==> src/shared/sd_status_pkg.sv <==
// Constants for the card status block requester and decoder
// How it works
// [RL1] Card sends one 512-bit block; capture all first
// [RL2] Request is app prefix then status command
// [RL3] Request only while card selected, transfer state
// [RL4] Bit types: error, state, response, execution
// [RL5] Clear classes: current state, previous command, read
// [RL6] Bits 399:0 reserved; nothing extracted there
// [RL7] Allocation unit code at 431:428, 427:424 reserved
// [RL8] Move performance at 439:432, 1MB/s steps
// [RL9] Speed class code at 447:440
// [RL10] Protected region length, 32 bits at 479:448
// [RL11] Card variant at 495:480; 0000 rw, 0001 ro
// [RL12] Bit 509 secure flag; 508:496 reserved
// [RL13] Lane width at 511:510; 00 one, 10 four
// [RL14] Erase offset, timeout, size at 401:400, 407:402, 423:408
// [RL15] Speed codes 0..3 give class 0,2,4,6; rest reserved
// [RL16] Unit code 1..9 gives 16KB shifted; others invalid
// [RL17] Move FFh infinite, 00h undefined
// [RL18] Erase timeout 1..63 seconds; 0 unsupported
package sd_status_pkg;
   localparam int BLOCK_BITS = 512;
   localparam int CNT_W      = 10;
   localparam logic [CNT_W-1:0] LAST_BIT = 10'h1ff;

   localparam int ERASE_OFS_LSB  = 400;
   localparam int ERASE_OFS_W    = 2;
   localparam int ERASE_TMO_LSB  = 402;
   localparam int ERASE_TMO_W    = 6;
   localparam int ERASE_SIZE_LSB = 408;
   localparam int ERASE_SIZE_W   = 16;
   localparam int AU_LSB         = 428;
   localparam int AU_W           = 4;
   localparam int MOVE_LSB       = 432;
   localparam int MOVE_W         = 8;
   localparam int SPEED_LSB      = 440;
   localparam int SPEED_W        = 8;
   localparam int PROT_LSB       = 448;
   localparam int PROT_W         = 32;
   localparam int TYPE_LSB       = 480;
   localparam int TYPE_W         = 16;
   localparam int SECURE_BIT     = 509;
   localparam int WIDTH_LSB      = 510;
   localparam int WIDTH_W        = 2;

   localparam logic [5:0] CMD_APP_PREFIX = 6'h37;
   localparam logic [5:0] CMD_STATUS     = 6'h0d;

   localparam logic [7:0]  SPEED_LAST   = 8'h03;
   localparam logic [7:0]  MOVE_INF     = 8'hff;
   localparam logic [7:0]  MOVE_UNDEF   = 8'h00;
   localparam logic [3:0]  AU_FIRST     = 4'h1;
   localparam logic [3:0]  AU_LAST      = 4'h9;
   localparam logic [12:0] AU_BASE_KB   = 13'h0010;
   localparam logic [5:0]  TMO_NONE     = 6'h00;
   localparam logic [7:0]  TYPE_STD_HI  = 8'h00;
   localparam logic [15:0] TYPE_RW      = 16'h0000;
   localparam logic [15:0] TYPE_RO      = 16'h0001;
   localparam logic [1:0]  WIDTH_ONE    = 2'h0;
   localparam logic [1:0]  WIDTH_FOUR   = 2'h2;

   localparam int ADDR_W = 8;
   localparam logic [ADDR_W-1:0] OFS_CTRL   = 8'h00;
   localparam logic [ADDR_W-1:0] OFS_STATUS = 8'h04;
   localparam logic [ADDR_W-1:0] OFS_ERASE  = 8'h08;
   localparam logic [ADDR_W-1:0] OFS_PERF   = 8'h0c;
   localparam logic [ADDR_W-1:0] OFS_PROT   = 8'h10;
   localparam logic [ADDR_W-1:0] OFS_TYPE   = 8'h14;
   localparam logic [ADDR_W-1:0] OFS_AU     = 8'h18;

   localparam int CTRL_START    = 0;
   localparam int CTRL_CLR_DONE = 1;
   localparam int CTRL_CLR_REF  = 2;

   localparam logic [1:0] RESP_OKAY   = 2'h0;
   localparam logic [1:0] RESP_SLVERR = 2'h2;

   typedef enum logic [3:0] {
      ST_IDLE = 4'h1,
      ST_APP  = 4'h2,
      ST_STAT = 4'h4,
      ST_WAIT = 4'h8
   } req_state_t;
endpackage : sd_status_pkg

==> src/hdl/sd_status_capture.sv <==
// Serial capture of the 512-bit card status block
`timescale 1ns/1ns
module sd_status_capture (
   input  wire logic                                mclk,
   input  wire logic                                rst,
   input  wire logic                                armed,
   input  wire logic                                frameStart,
   input  wire logic                                bitIn,
   input  wire logic                                bitValid,
   output logic [sd_status_pkg::BLOCK_BITS-1:0]     block,
   output logic                                     blockDone
);
   logic [sd_status_pkg::CNT_W-1:0] count;

   // Most significant bit arrives first
   always_ff @(posedge mclk or posedge rst) begin
      if (rst) begin
         count <= '0;
      end else if (!armed || frameStart) begin
         count <= '0;
      end else if (bitValid) begin
         count <= count + 1'b1;
      end
   end

   always_ff @(posedge mclk or posedge rst) begin
      if (rst) begin
         block <= '0;
      end else if (armed && bitValid && !frameStart) begin
         block <= {block[sd_status_pkg::BLOCK_BITS-2:0], bitIn};
      end
   end

   // Done only once the whole block is in
   always_ff @(posedge mclk or posedge rst) begin
      if (rst) begin
         blockDone <= 1'b0;
      end else begin
         blockDone <= armed && bitValid && !frameStart && count == sd_status_pkg::LAST_BIT; // RL1
      end
   end
endmodule : sd_status_capture

==> src/hdl/sd_status_decoder.sv <==
// Status block requester and field decoder with AXI4-Lite registers
//
// The address map and the AXI4-Lite register port were left to the implementer.
`timescale 1ns/1ns
module sd_status_decoder (
   input  wire logic                                mclk,
   input  wire logic                                rst,
   input  wire logic [sd_status_pkg::ADDR_W-1:0]    awaddr,
   input  wire logic                                awvalid,
   output logic                                     awready,
   input  wire logic [31:0]                         wdata,
   input  wire logic [3:0]                          wstrb,
   input  wire logic                                wvalid,
   output logic                                     wready,
   output logic [1:0]                               bresp,
   output logic                                     bvalid,
   input  wire logic                                bready,
   input  wire logic [sd_status_pkg::ADDR_W-1:0]    araddr,
   input  wire logic                                arvalid,
   output logic                                     arready,
   output logic [31:0]                              rdata,
   output logic [1:0]                               rresp,
   output logic                                     rvalid,
   input  wire logic                                rready,
   input  wire logic                                cardInTransfer,
   output logic                                     cmdValid,
   output logic [5:0]                               cmdIndex,
   input  wire logic                                cmdReady,
   input  wire logic                                frameStart,
   input  wire logic                                bitIn,
   input  wire logic                                bitValid,
   output logic                                     captureArmed
);
   sd_status_pkg::req_state_t state;
   sd_status_pkg::req_state_t next_state;

   logic [sd_status_pkg::BLOCK_BITS-1:0] block;
   logic                                 blockDone;
   logic                                 awHeld;
   logic                                 wHeld;
   logic [sd_status_pkg::ADDR_W-1:0]     awAddrHeld;
   logic [31:0]                          wDataHeld;
   logic [3:0]                           wStrbHeld;
   logic                                 doWrite;
   logic                                 ctrlWrite;
   logic                                 startReq;
   logic                                 clrDone;
   logic                                 clrRefused;
   logic                                 done;
   logic                                 refused;

   logic [1:0]  eraseOffset;
   logic [5:0]  eraseTimeout;
   logic [15:0] eraseSize;
   logic [3:0]  alloc_unit_length;
   logic [7:0]  movePerf;
   logic [7:0]  speedCode;
   logic [31:0] protected_region_length;
   logic [15:0] card_variant_code;
   logic        secure_operation_flag;
   logic [1:0]  current_lane_width;

   logic        tmoUnsupported;
   logic        moveInfinite;
   logic        moveUndefined;
   logic        speedReserved;
   logic [3:0]  speedClassNum;
   logic        auValid;
   logic [12:0] auKb;
   logic        cardStandard;
   logic        cardReadWrite;
   logic        cardReadOnly;
   logic        widthReserved;
   logic        widthFour;
   logic [31:0] readWord;
   logic        readHit;

   sd_status_capture capture (
      .mclk       (mclk),
      .rst        (rst),
      .armed      (captureArmed),
      .frameStart (frameStart),
      .bitIn      (bitIn),
      .bitValid   (bitValid),
      .block      (block),
      .blockDone  (blockDone)
   );

   // Write address and data are taken in either order
   assign awready   = !awHeld && !bvalid;
   assign wready    = !wHeld && !bvalid;
   assign doWrite   = awHeld && wHeld && !bvalid;
   assign ctrlWrite = doWrite && awAddrHeld == sd_status_pkg::OFS_CTRL && wStrbHeld[0];
   assign startReq  = ctrlWrite && wDataHeld[sd_status_pkg::CTRL_START];
   assign clrDone   = ctrlWrite && wDataHeld[sd_status_pkg::CTRL_CLR_DONE];
   assign clrRefused = ctrlWrite && wDataHeld[sd_status_pkg::CTRL_CLR_REF];

   always_ff @(posedge mclk or posedge rst) begin
      if (rst) begin
         awHeld     <= 1'b0;
         awAddrHeld <= '0;
      end else if (awvalid && awready) begin
         awHeld     <= 1'b1;
         awAddrHeld <= awaddr;
      end else if (doWrite) begin
         awHeld <= 1'b0;
      end
   end

   always_ff @(posedge mclk or posedge rst) begin
      if (rst) begin
         wHeld     <= 1'b0;
         wDataHeld <= '0;
         wStrbHeld <= '0;
      end else if (wvalid && wready) begin
         wHeld     <= 1'b1;
         wDataHeld <= wdata;
         wStrbHeld <= wstrb;
      end else if (doWrite) begin
         wHeld <= 1'b0;
      end
   end

   // Only the control word is writable; other mapped words ignore writes
   always_ff @(posedge mclk or posedge rst) begin
      if (rst) begin
         bvalid <= 1'b0;
         bresp  <= sd_status_pkg::RESP_OKAY;
      end else if (doWrite) begin
         bvalid <= 1'b1;
         bresp  <= readHitFor(awAddrHeld) ? sd_status_pkg::RESP_OKAY : sd_status_pkg::RESP_SLVERR;
      end else if (bready) begin
         bvalid <= 1'b0;
      end
   end

   function automatic logic readHitFor(input logic [sd_status_pkg::ADDR_W-1:0] a);
      readHitFor = a == sd_status_pkg::OFS_CTRL || a == sd_status_pkg::OFS_STATUS
                || a == sd_status_pkg::OFS_ERASE || a == sd_status_pkg::OFS_PERF
                || a == sd_status_pkg::OFS_PROT || a == sd_status_pkg::OFS_TYPE
                || a == sd_status_pkg::OFS_AU;
   endfunction : readHitFor

   // Request sequencer
   always_comb begin
      next_state = state;
      case (state)
         sd_status_pkg::ST_IDLE: begin
            if (startReq && cardInTransfer) begin // RL3
               next_state = sd_status_pkg::ST_APP;
            end
         end
         sd_status_pkg::ST_APP: begin
            if (cmdReady) begin
               next_state = sd_status_pkg::ST_STAT; // RL2
            end
         end
         sd_status_pkg::ST_STAT: begin
            if (cmdReady) begin
               next_state = sd_status_pkg::ST_WAIT;
            end
         end
         sd_status_pkg::ST_WAIT: begin
            if (blockDone) begin
               next_state = sd_status_pkg::ST_IDLE;
            end
         end
         default: next_state = sd_status_pkg::ST_IDLE;
      endcase
   end

   always_ff @(posedge mclk or posedge rst) begin
      if (rst) begin
         state <= sd_status_pkg::ST_IDLE;
      end else begin
         state <= next_state;
      end
   end

   assign cmdValid     = state == sd_status_pkg::ST_APP || state == sd_status_pkg::ST_STAT;
   assign captureArmed = state == sd_status_pkg::ST_WAIT;

   // Prefix first, status command immediately after
   always_ff @(posedge mclk or posedge rst) begin
      if (rst) begin
         cmdIndex <= sd_status_pkg::CMD_APP_PREFIX;
      end else if (next_state == sd_status_pkg::ST_STAT) begin
         cmdIndex <= sd_status_pkg::CMD_STATUS; // RL2
      end else begin
         cmdIndex <= sd_status_pkg::CMD_APP_PREFIX;
      end
   end

   // Sticky flags; a set in the same cycle beats the clear
   always_ff @(posedge mclk or posedge rst) begin
      if (rst) begin
         done <= 1'b0;
      end else if (blockDone) begin
         done <= 1'b1;
      end else if (clrDone) begin
         done <= 1'b0;
      end
   end

   always_ff @(posedge mclk or posedge rst) begin
      if (rst) begin
         refused <= 1'b0;
      end else if (startReq && (state != sd_status_pkg::ST_IDLE || !cardInTransfer)) begin
         refused <= 1'b1; // RL3
      end else if (clrRefused) begin
         refused <= 1'b0;
      end
   end

   // Fields are taken only from a complete block; bits 399:0 are not used
   always_ff @(posedge mclk or posedge rst) begin
      if (rst) begin
         eraseOffset             <= '0;
         eraseTimeout            <= '0;
         eraseSize               <= '0;
         alloc_unit_length       <= '0;
         movePerf                <= '0;
         speedCode               <= '0;
         protected_region_length <= '0;
         card_variant_code       <= '0;
         secure_operation_flag   <= 1'b0;
         current_lane_width      <= '0;
      end else if (blockDone) begin // RL1 RL6
         eraseOffset  <= block[sd_status_pkg::ERASE_OFS_LSB +: sd_status_pkg::ERASE_OFS_W]; // RL14
         eraseTimeout <= block[sd_status_pkg::ERASE_TMO_LSB +: sd_status_pkg::ERASE_TMO_W]; // RL14
         eraseSize    <= block[sd_status_pkg::ERASE_SIZE_LSB +: sd_status_pkg::ERASE_SIZE_W]; // RL14
         alloc_unit_length <= block[sd_status_pkg::AU_LSB +: sd_status_pkg::AU_W]; // RL7
         movePerf     <= block[sd_status_pkg::MOVE_LSB +: sd_status_pkg::MOVE_W]; // RL8
         speedCode    <= block[sd_status_pkg::SPEED_LSB +: sd_status_pkg::SPEED_W]; // RL9
         protected_region_length <= block[sd_status_pkg::PROT_LSB +: sd_status_pkg::PROT_W]; // RL10
         card_variant_code <= block[sd_status_pkg::TYPE_LSB +: sd_status_pkg::TYPE_W]; // RL11
         secure_operation_flag <= block[sd_status_pkg::SECURE_BIT]; // RL12
         current_lane_width <= block[sd_status_pkg::WIDTH_LSB +: sd_status_pkg::WIDTH_W]; // RL13
      end
   end

   // Interpretation of the captured codes
   assign tmoUnsupported = eraseTimeout == sd_status_pkg::TMO_NONE; // RL18
   assign moveInfinite   = movePerf == sd_status_pkg::MOVE_INF; // RL17
   assign moveUndefined  = movePerf == sd_status_pkg::MOVE_UNDEF; // RL17
   assign speedReserved  = speedCode > sd_status_pkg::SPEED_LAST; // RL15
   assign speedClassNum  = speedReserved ? 4'h0 : {speedCode[2:0], 1'b0}; // RL15
   assign auValid        = alloc_unit_length >= sd_status_pkg::AU_FIRST
                        && alloc_unit_length <= sd_status_pkg::AU_LAST; // RL16
   assign auKb           = auValid ? 13'(sd_status_pkg::AU_BASE_KB << (alloc_unit_length - sd_status_pkg::AU_FIRST))
                                   : 13'h0000; // RL16
   assign cardStandard   = card_variant_code[15:8] == sd_status_pkg::TYPE_STD_HI; // RL11
   assign cardReadWrite  = card_variant_code == sd_status_pkg::TYPE_RW; // RL11
   assign cardReadOnly   = card_variant_code == sd_status_pkg::TYPE_RO; // RL11
   assign widthFour      = current_lane_width == sd_status_pkg::WIDTH_FOUR; // RL13
   assign widthReserved  = current_lane_width != sd_status_pkg::WIDTH_FOUR
                        && current_lane_width != sd_status_pkg::WIDTH_ONE; // RL13

   always_comb begin
      readHit  = readHitFor(araddr);
      readWord = 32'h00000000;
      case (araddr)
         sd_status_pkg::OFS_CTRL:   readWord = 32'h00000000;
         sd_status_pkg::OFS_STATUS: readWord = {28'h0000000, captureArmed, refused, done,
                                                state != sd_status_pkg::ST_IDLE};
         sd_status_pkg::OFS_ERASE:  readWord = {eraseSize, 1'b0, tmoUnsupported, eraseTimeout,
                                                6'h00, eraseOffset};
         sd_status_pkg::OFS_PERF:   readWord = {speedCode, speedClassNum, 1'b0, speedReserved,
                                                moveUndefined, moveInfinite, movePerf,
                                                3'h0, auValid, alloc_unit_length};
         sd_status_pkg::OFS_PROT:   readWord = protected_region_length;
         sd_status_pkg::OFS_TYPE:   readWord = {8'h00, widthFour, widthReserved, current_lane_width,
                                                secure_operation_flag, cardReadOnly, cardReadWrite,
                                                cardStandard, card_variant_code};
         sd_status_pkg::OFS_AU:     readWord = {19'h00000, auKb};
         default:                   readWord = 32'h00000000;
      endcase
   end

   assign arready = !rvalid;

   always_ff @(posedge mclk or posedge rst) begin
      if (rst) begin
         rvalid <= 1'b0;
         rdata  <= '0;
         rresp  <= sd_status_pkg::RESP_OKAY;
      end else if (arvalid && arready) begin
         rvalid <= 1'b1;
         rdata  <= readWord;
         rresp  <= readHit ? sd_status_pkg::RESP_OKAY : sd_status_pkg::RESP_SLVERR;
      end else if (rready) begin
         rvalid <= 1'b0;
      end
   end
endmodule : sd_status_decoder

==> config.mk <==
export PLATFORM = sky130hd
export DESIGN_NAME = sd_status_decoder
export DESIGN_NICKNAME = d
export VERILOG_FILES = /design/src/shared/sd_status_pkg.sv /design/src/hdl/sd_status_capture.sv /design/src/hdl/sd_status_decoder.sv
export SDC_FILE = /design/constraint.sdc
export NUM_CORES = 1
export LEC_CHECK = 0
export BUFFER_PORTS_ARGS = -buffer_cell sky130_fd_sc_hd__buf_4
export CORE_MARGIN = 8
export CORE_UTILIZATION = 25
export CTS_CLUSTER_DIAMETER = 50
export DETAILED_ROUTE_END_ITERATION = 8
export SLEW_MARGIN = 0
export SYNTH_ARGS = -nofsm -noshare
export SYNTH_HDL_FRONTEND = slang
export SYNTH_SLANG_ARGS = --single-unit
==> constraint.sdc <==
create_clock -name mclk -period 22.5 [get_ports mclk]
set_input_delay 2.25 -clock mclk [delete_from_list [all_inputs] [get_ports mclk]]
set_output_delay 2.25 -clock mclk [all_outputs]
set_load 0.005 [all_outputs]
==> metrics.md <==
| Metric | Value |
|---|---|
| Status | finished, final reports clean |
| Worst setup SP type | input pin |
| Cells after Synth | 1709 |
| Largest fanout on the critical path | 185 |
| Category of the worst setup path capture point | flip-flop |
| Number of flops mapped to enable cells by yosys | 0 |
| Core Box Area | 0.105 mm2 |
| Proportion of synthesized flip-flops having asynchronous set or reset | 100% |
| Pwr per Cell Area | 81.6 mW/mm2 |
| DRC violation count after routing | 0 |
| Area growth syn-to-layout | 16.6% |
| Achievable Freq | slightly below 0.2 GHz |
| Hpwl dp | 28900 um |
| Number of iterations in the first detailed-routing pass | 5 |
| Via count of the first global-routing pass | 14701 |
| Iter 0 DRT Violations | about 830 |
| Mux contribution to synthesized area | 26.8% |
| Cell variety after synth | 65 |
| Cells resized by post-CTS repair | 0 |
| Part of the power in combinational logic | 3.5% |
| Xor/xnor cell area share of the yosys netlist | 0.299% |
| Post-layout nets | roughly 1800 |
| # port buffers | between 70 and 80 |
| Diode insertion count for antenna repair | 0 |
| Class of the most critical hold timing path | flip-flop to flip-flop |
| DIE AREA | roughly 0.12 mm2 |
| Worst slew slack as a fraction of its limit | about a quarter |
| Standard-cell row count | 119 |
| Number of hold buffers added after cts | 0 |
| TritonCTS buffer count | 73 |
| Switching power total | 544 uW |
| Transition at the pin with the smallest max-transition slack | approximately 1.1 ns |
| Setup violators final | 0 |
| YS warnings | 0 |
| Count of H-tree levels built during CTS | 3 |
| Post-DR vias/cell | 4.23 |
| Main area contributors after synthesis | sky130_fd_sc_hd__dfrtp_1 (64%), sky130_fd_sc_hd__mux2_1 (20%), sky130_fd_sc_hd__mux2_2 (6.8%) |
| Ports | 113 |
| Sw frac | about 22% |
| Clock Skews | 0.0272 ns |
| Post-CTS Setup Bufs | 0 |
| Worst skew pair latency | 0.60 ns |
| Setup TNS Final | 0 ns |
| Internal power summed over all cells | 1.97 mW |
| Clock transition at path regs | roughly 0.060 ns |
| Initial standard-cell utilization of the core | 25.1% |
| Vias post-DR | around 14000 |
| Relative contribution of the clock network to total power | 46.8% |
| Maximum number of pins on one net before global-route repair | 186 |
| Most numerous cell types in the synthesized netlist | sky130_fd_sc_hd__dfrtp_1 (674), sky130_fd_sc_hd__mux2_1 (462), sky130_fd_sc_hd__mux2_2 (160) |
| Most repeated cell in the gate-level netlist after synthesis | sky130_fd_sc_hd__dfrtp_1 |
| Synth Area in Simple Gates | 3.59% |
| X dimension of the die | 341 um |
| GRT Residual Overflow | 0 |
| Share of the synthesized area in the top cell type | 63.9% |
| Worst-case clock buffer depth | 3 |
| Fin area | 0.0308 mm2 |
| Fraction of the mapped netlist area in adder cells | 0.0474% |
| Maximum capacitance violations | 0 |
| Placement Cell Area | about 0.028 mm2 |
| Fin Hold WS | between 0.4 and 0.5 ns |
| Register bit count reported by yosys | 676 |
| Final weighted congestion of routability-driven global placement | between 0.8 and 0.9 |
| Part of the cycle the worst path needs | ~23% |
| Ys flop type | sky130_fd_sc_hd__dfrtp_1 |
| Clk sink count | just under 700 |
| CTS root buffer | sky130_fd_sc_hd__clkbuf_16 |
| Wire length of the first global-routing pass | between 70000 and 80000 um |
| Unrepaired setup endpoints after global routing | false |
| Leakage dissipation | 15.6 nW |
| Worst voltage drop across the vdd grid | 0.0000557 V |
| Hold Violations, Final | 0 |
| Proportion of layout cells with a drive suffix above 1 | 21.0% |
| Height of the die | 341 um |
| Overall global routing resource usage | approximately 7.8% |
| PnR Total Power | 2.51 mW |
| Final wirelength | 44900 um |
| Type of the worst setup path | input pin to flip-flop |
| Max Slew Vio Count | 0 |
| Post-synthesis compound-gate area fraction | approximately 3% |
| Synth Cell Area | 0.0264 mm2 |
| Yosys top cell by area | sky130_fd_sc_hd__dfrtp_1 |
| Shortest clock period the worst path allows after layout | 5.20 ns |
| Portion of the post-synthesis area used by sequential elements | 64.1% |
| Data arrival, critical path | around 5.7 ns |
| Fillers | 10437 |
| Synth Area per Inst | 15.4 um2 |
| Combinational family with the most area after synthesis | multiplexers |
| Worst endpoint required time | 22.96 ns |
| Count of antenna-violating nets left after detailed routing | 0 |
| TritonCTS clock tree | yes |
| Proportion of power drawn by flip-flops and latches | approximately half |
| Wire length per cell | 13.9 um |
| Number of antenna violations at the first check in global routing | 0 |
-- power groups by stage --
stage	Clock (mW)	Combinational [mW]	Sequential, mW
finish	1.18	0.0878	1.25
global route	1.27	0.0994	1.25
CTS	1.22	0.0910	1.25
detailed placement	0	0.0908	1.27
global placement	0	0.0871	1.27
floorplan	0	0.0555	1.27
-- final cells by class --
| type | instances | area (um2) | area share, % |
|---|---|---|---|
| multi-input cells | 929 | 8930 | 29.0 |
| clock inverters | 24 | 282 | 0.915 |
| clock buffers | 105 | 2130 | 6.92 |
| repair buffers | 92 | 716 | 2.33 |
| inverters | 11 | 48.8 | 0.159 |
| flip-flops and latches | 676 | 16900 | 55.0 |
| well taps | 1391 | 1740 | 5.66 |
-- flip-flops by register name, summed over array words and instances (netlist names), 3 cells and up --
register	count
eraseSize	16
capture.block	512
protected_region_length	32
eraseTimeout	6
wDataHeld	3
rdata	32
movePerf	8
state	4
speedCode	8
card_variant_code	16
capture.count	10
alloc_unit_length	4
awAddrHeld	8
-- worst max-delay path, cell delays in order --
cell	delay [ns]
sky130_fd_sc_hd__buf_4	0.08
sky130_fd_sc_hd__nand2b_1	0.37
sky130_fd_sc_hd__inv_2	0.12
sky130_fd_sc_hd__nand2_8	0.54
sky130_fd_sc_hd__buf_12	0.75
sky130_fd_sc_hd__buf_4	0.96
sky130_fd_sc_hd__mux2_1	0.40
-- cell usage in the layout, fill, tap and decap left out, types with 4 or more instances in the layout --
cell / n
sky130_fd_sc_hd__a32oi_1: 7
sky130_fd_sc_hd__a21o_1: 4
sky130_fd_sc_hd__xor2_1: 8
sky130_fd_sc_hd__or4_1: 4
sky130_fd_sc_hd__inv_1: 9
sky130_fd_sc_hd__clkbuf_1: 16
sky130_fd_sc_hd__clkbuf_16: 75
sky130_fd_sc_hd__nand4_1: 5
sky130_fd_sc_hd__a221oi_1: 5
sky130_fd_sc_hd__and3_1: 4
sky130_fd_sc_hd__mux2_2: 160
sky130_fd_sc_hd__o21ai_0: 31
sky130_fd_sc_hd__mux2i_1: 8
sky130_fd_sc_hd__dfrtp_1: 673
sky130_fd_sc_hd__nor3_1: 11
sky130_fd_sc_hd__nand2_1: 46
sky130_fd_sc_hd__clkinv_2: 10
sky130_fd_sc_hd__nand3_1: 19
sky130_fd_sc_hd__nor4_1: 6
sky130_fd_sc_hd__mux2_1: 462
sky130_fd_sc_hd__nor2b_1: 7
sky130_fd_sc_hd__a31oi_1: 8
sky130_fd_sc_hd__buf_4: 90
sky130_fd_sc_hd__a21oi_1: 20
sky130_fd_sc_hd__clkbuf_8: 14
sky130_fd_sc_hd__conb_1: 4
sky130_fd_sc_hd__a22oi_1: 16
sky130_fd_sc_hd__a22o_1: 8
sky130_fd_sc_hd__nor2_1: 37
-- worst paths after layout --
path                                                      to                      startpoint  slack [ns]  depth (start not counted)
max in group asynchronous  card_variant_code[15]$_DFFE_PP0P_                             rst       17.63                          5
max reg2reg                   capture.block[217]$_DFFE_PP0P_              state[0]$_DFF_PP1_       18.32                          7
min                           capture.block[505]$_DFFE_PP0P_  capture.block[504]$_DFFE_PP0P_        0.47                          1
max                           capture.block[217]$_DFFE_PP0P_                      frameStart       17.30                          7
min in group asynchronous      capture.block[38]$_DFFE_PP0P_                             rst        1.78                          2
min reg2reg                   capture.block[505]$_DFFE_PP0P_  capture.block[504]$_DFFE_PP0P_        0.47                          1
-- cell families (layout without fill, tap and decap cells) --
logic type,count (synthesis),in the layout
XOR/XNOR,9,9
flip-flops,676,676
multiplexers,630,630
buffers and inverters,106,232
other,2,4
AND/OR/NAND/NOR,169,169
AO/OA/AOI/OAI,116,116
adder cells (fa/ha/maj),1,1
-- metrics by stage --
step                      instances  setup WS, ns  util [%]
final                          3228         17.30      29.3
after global routing           3228         17.02      29.3
after CTS                      3228         17.31      29.3
after detailed placement       3099         16.66      27.0
after global placement         3099         16.81      27.0
after floorplan                1711          1.30         -
-- layer usage --
layer / global-route usage [%] / vias up / share of wire [%]
li1: - / 6228 / -
met1: 10.1 / 7042 / 45
met2: 12.8 / 265 / 47
met3: 2.08 / 108 / 5.1
met4: 2.45 / 0 / 2.7
met5: 0 / - / 0
No activity file was read; power rests on OpenSTA's default activity.
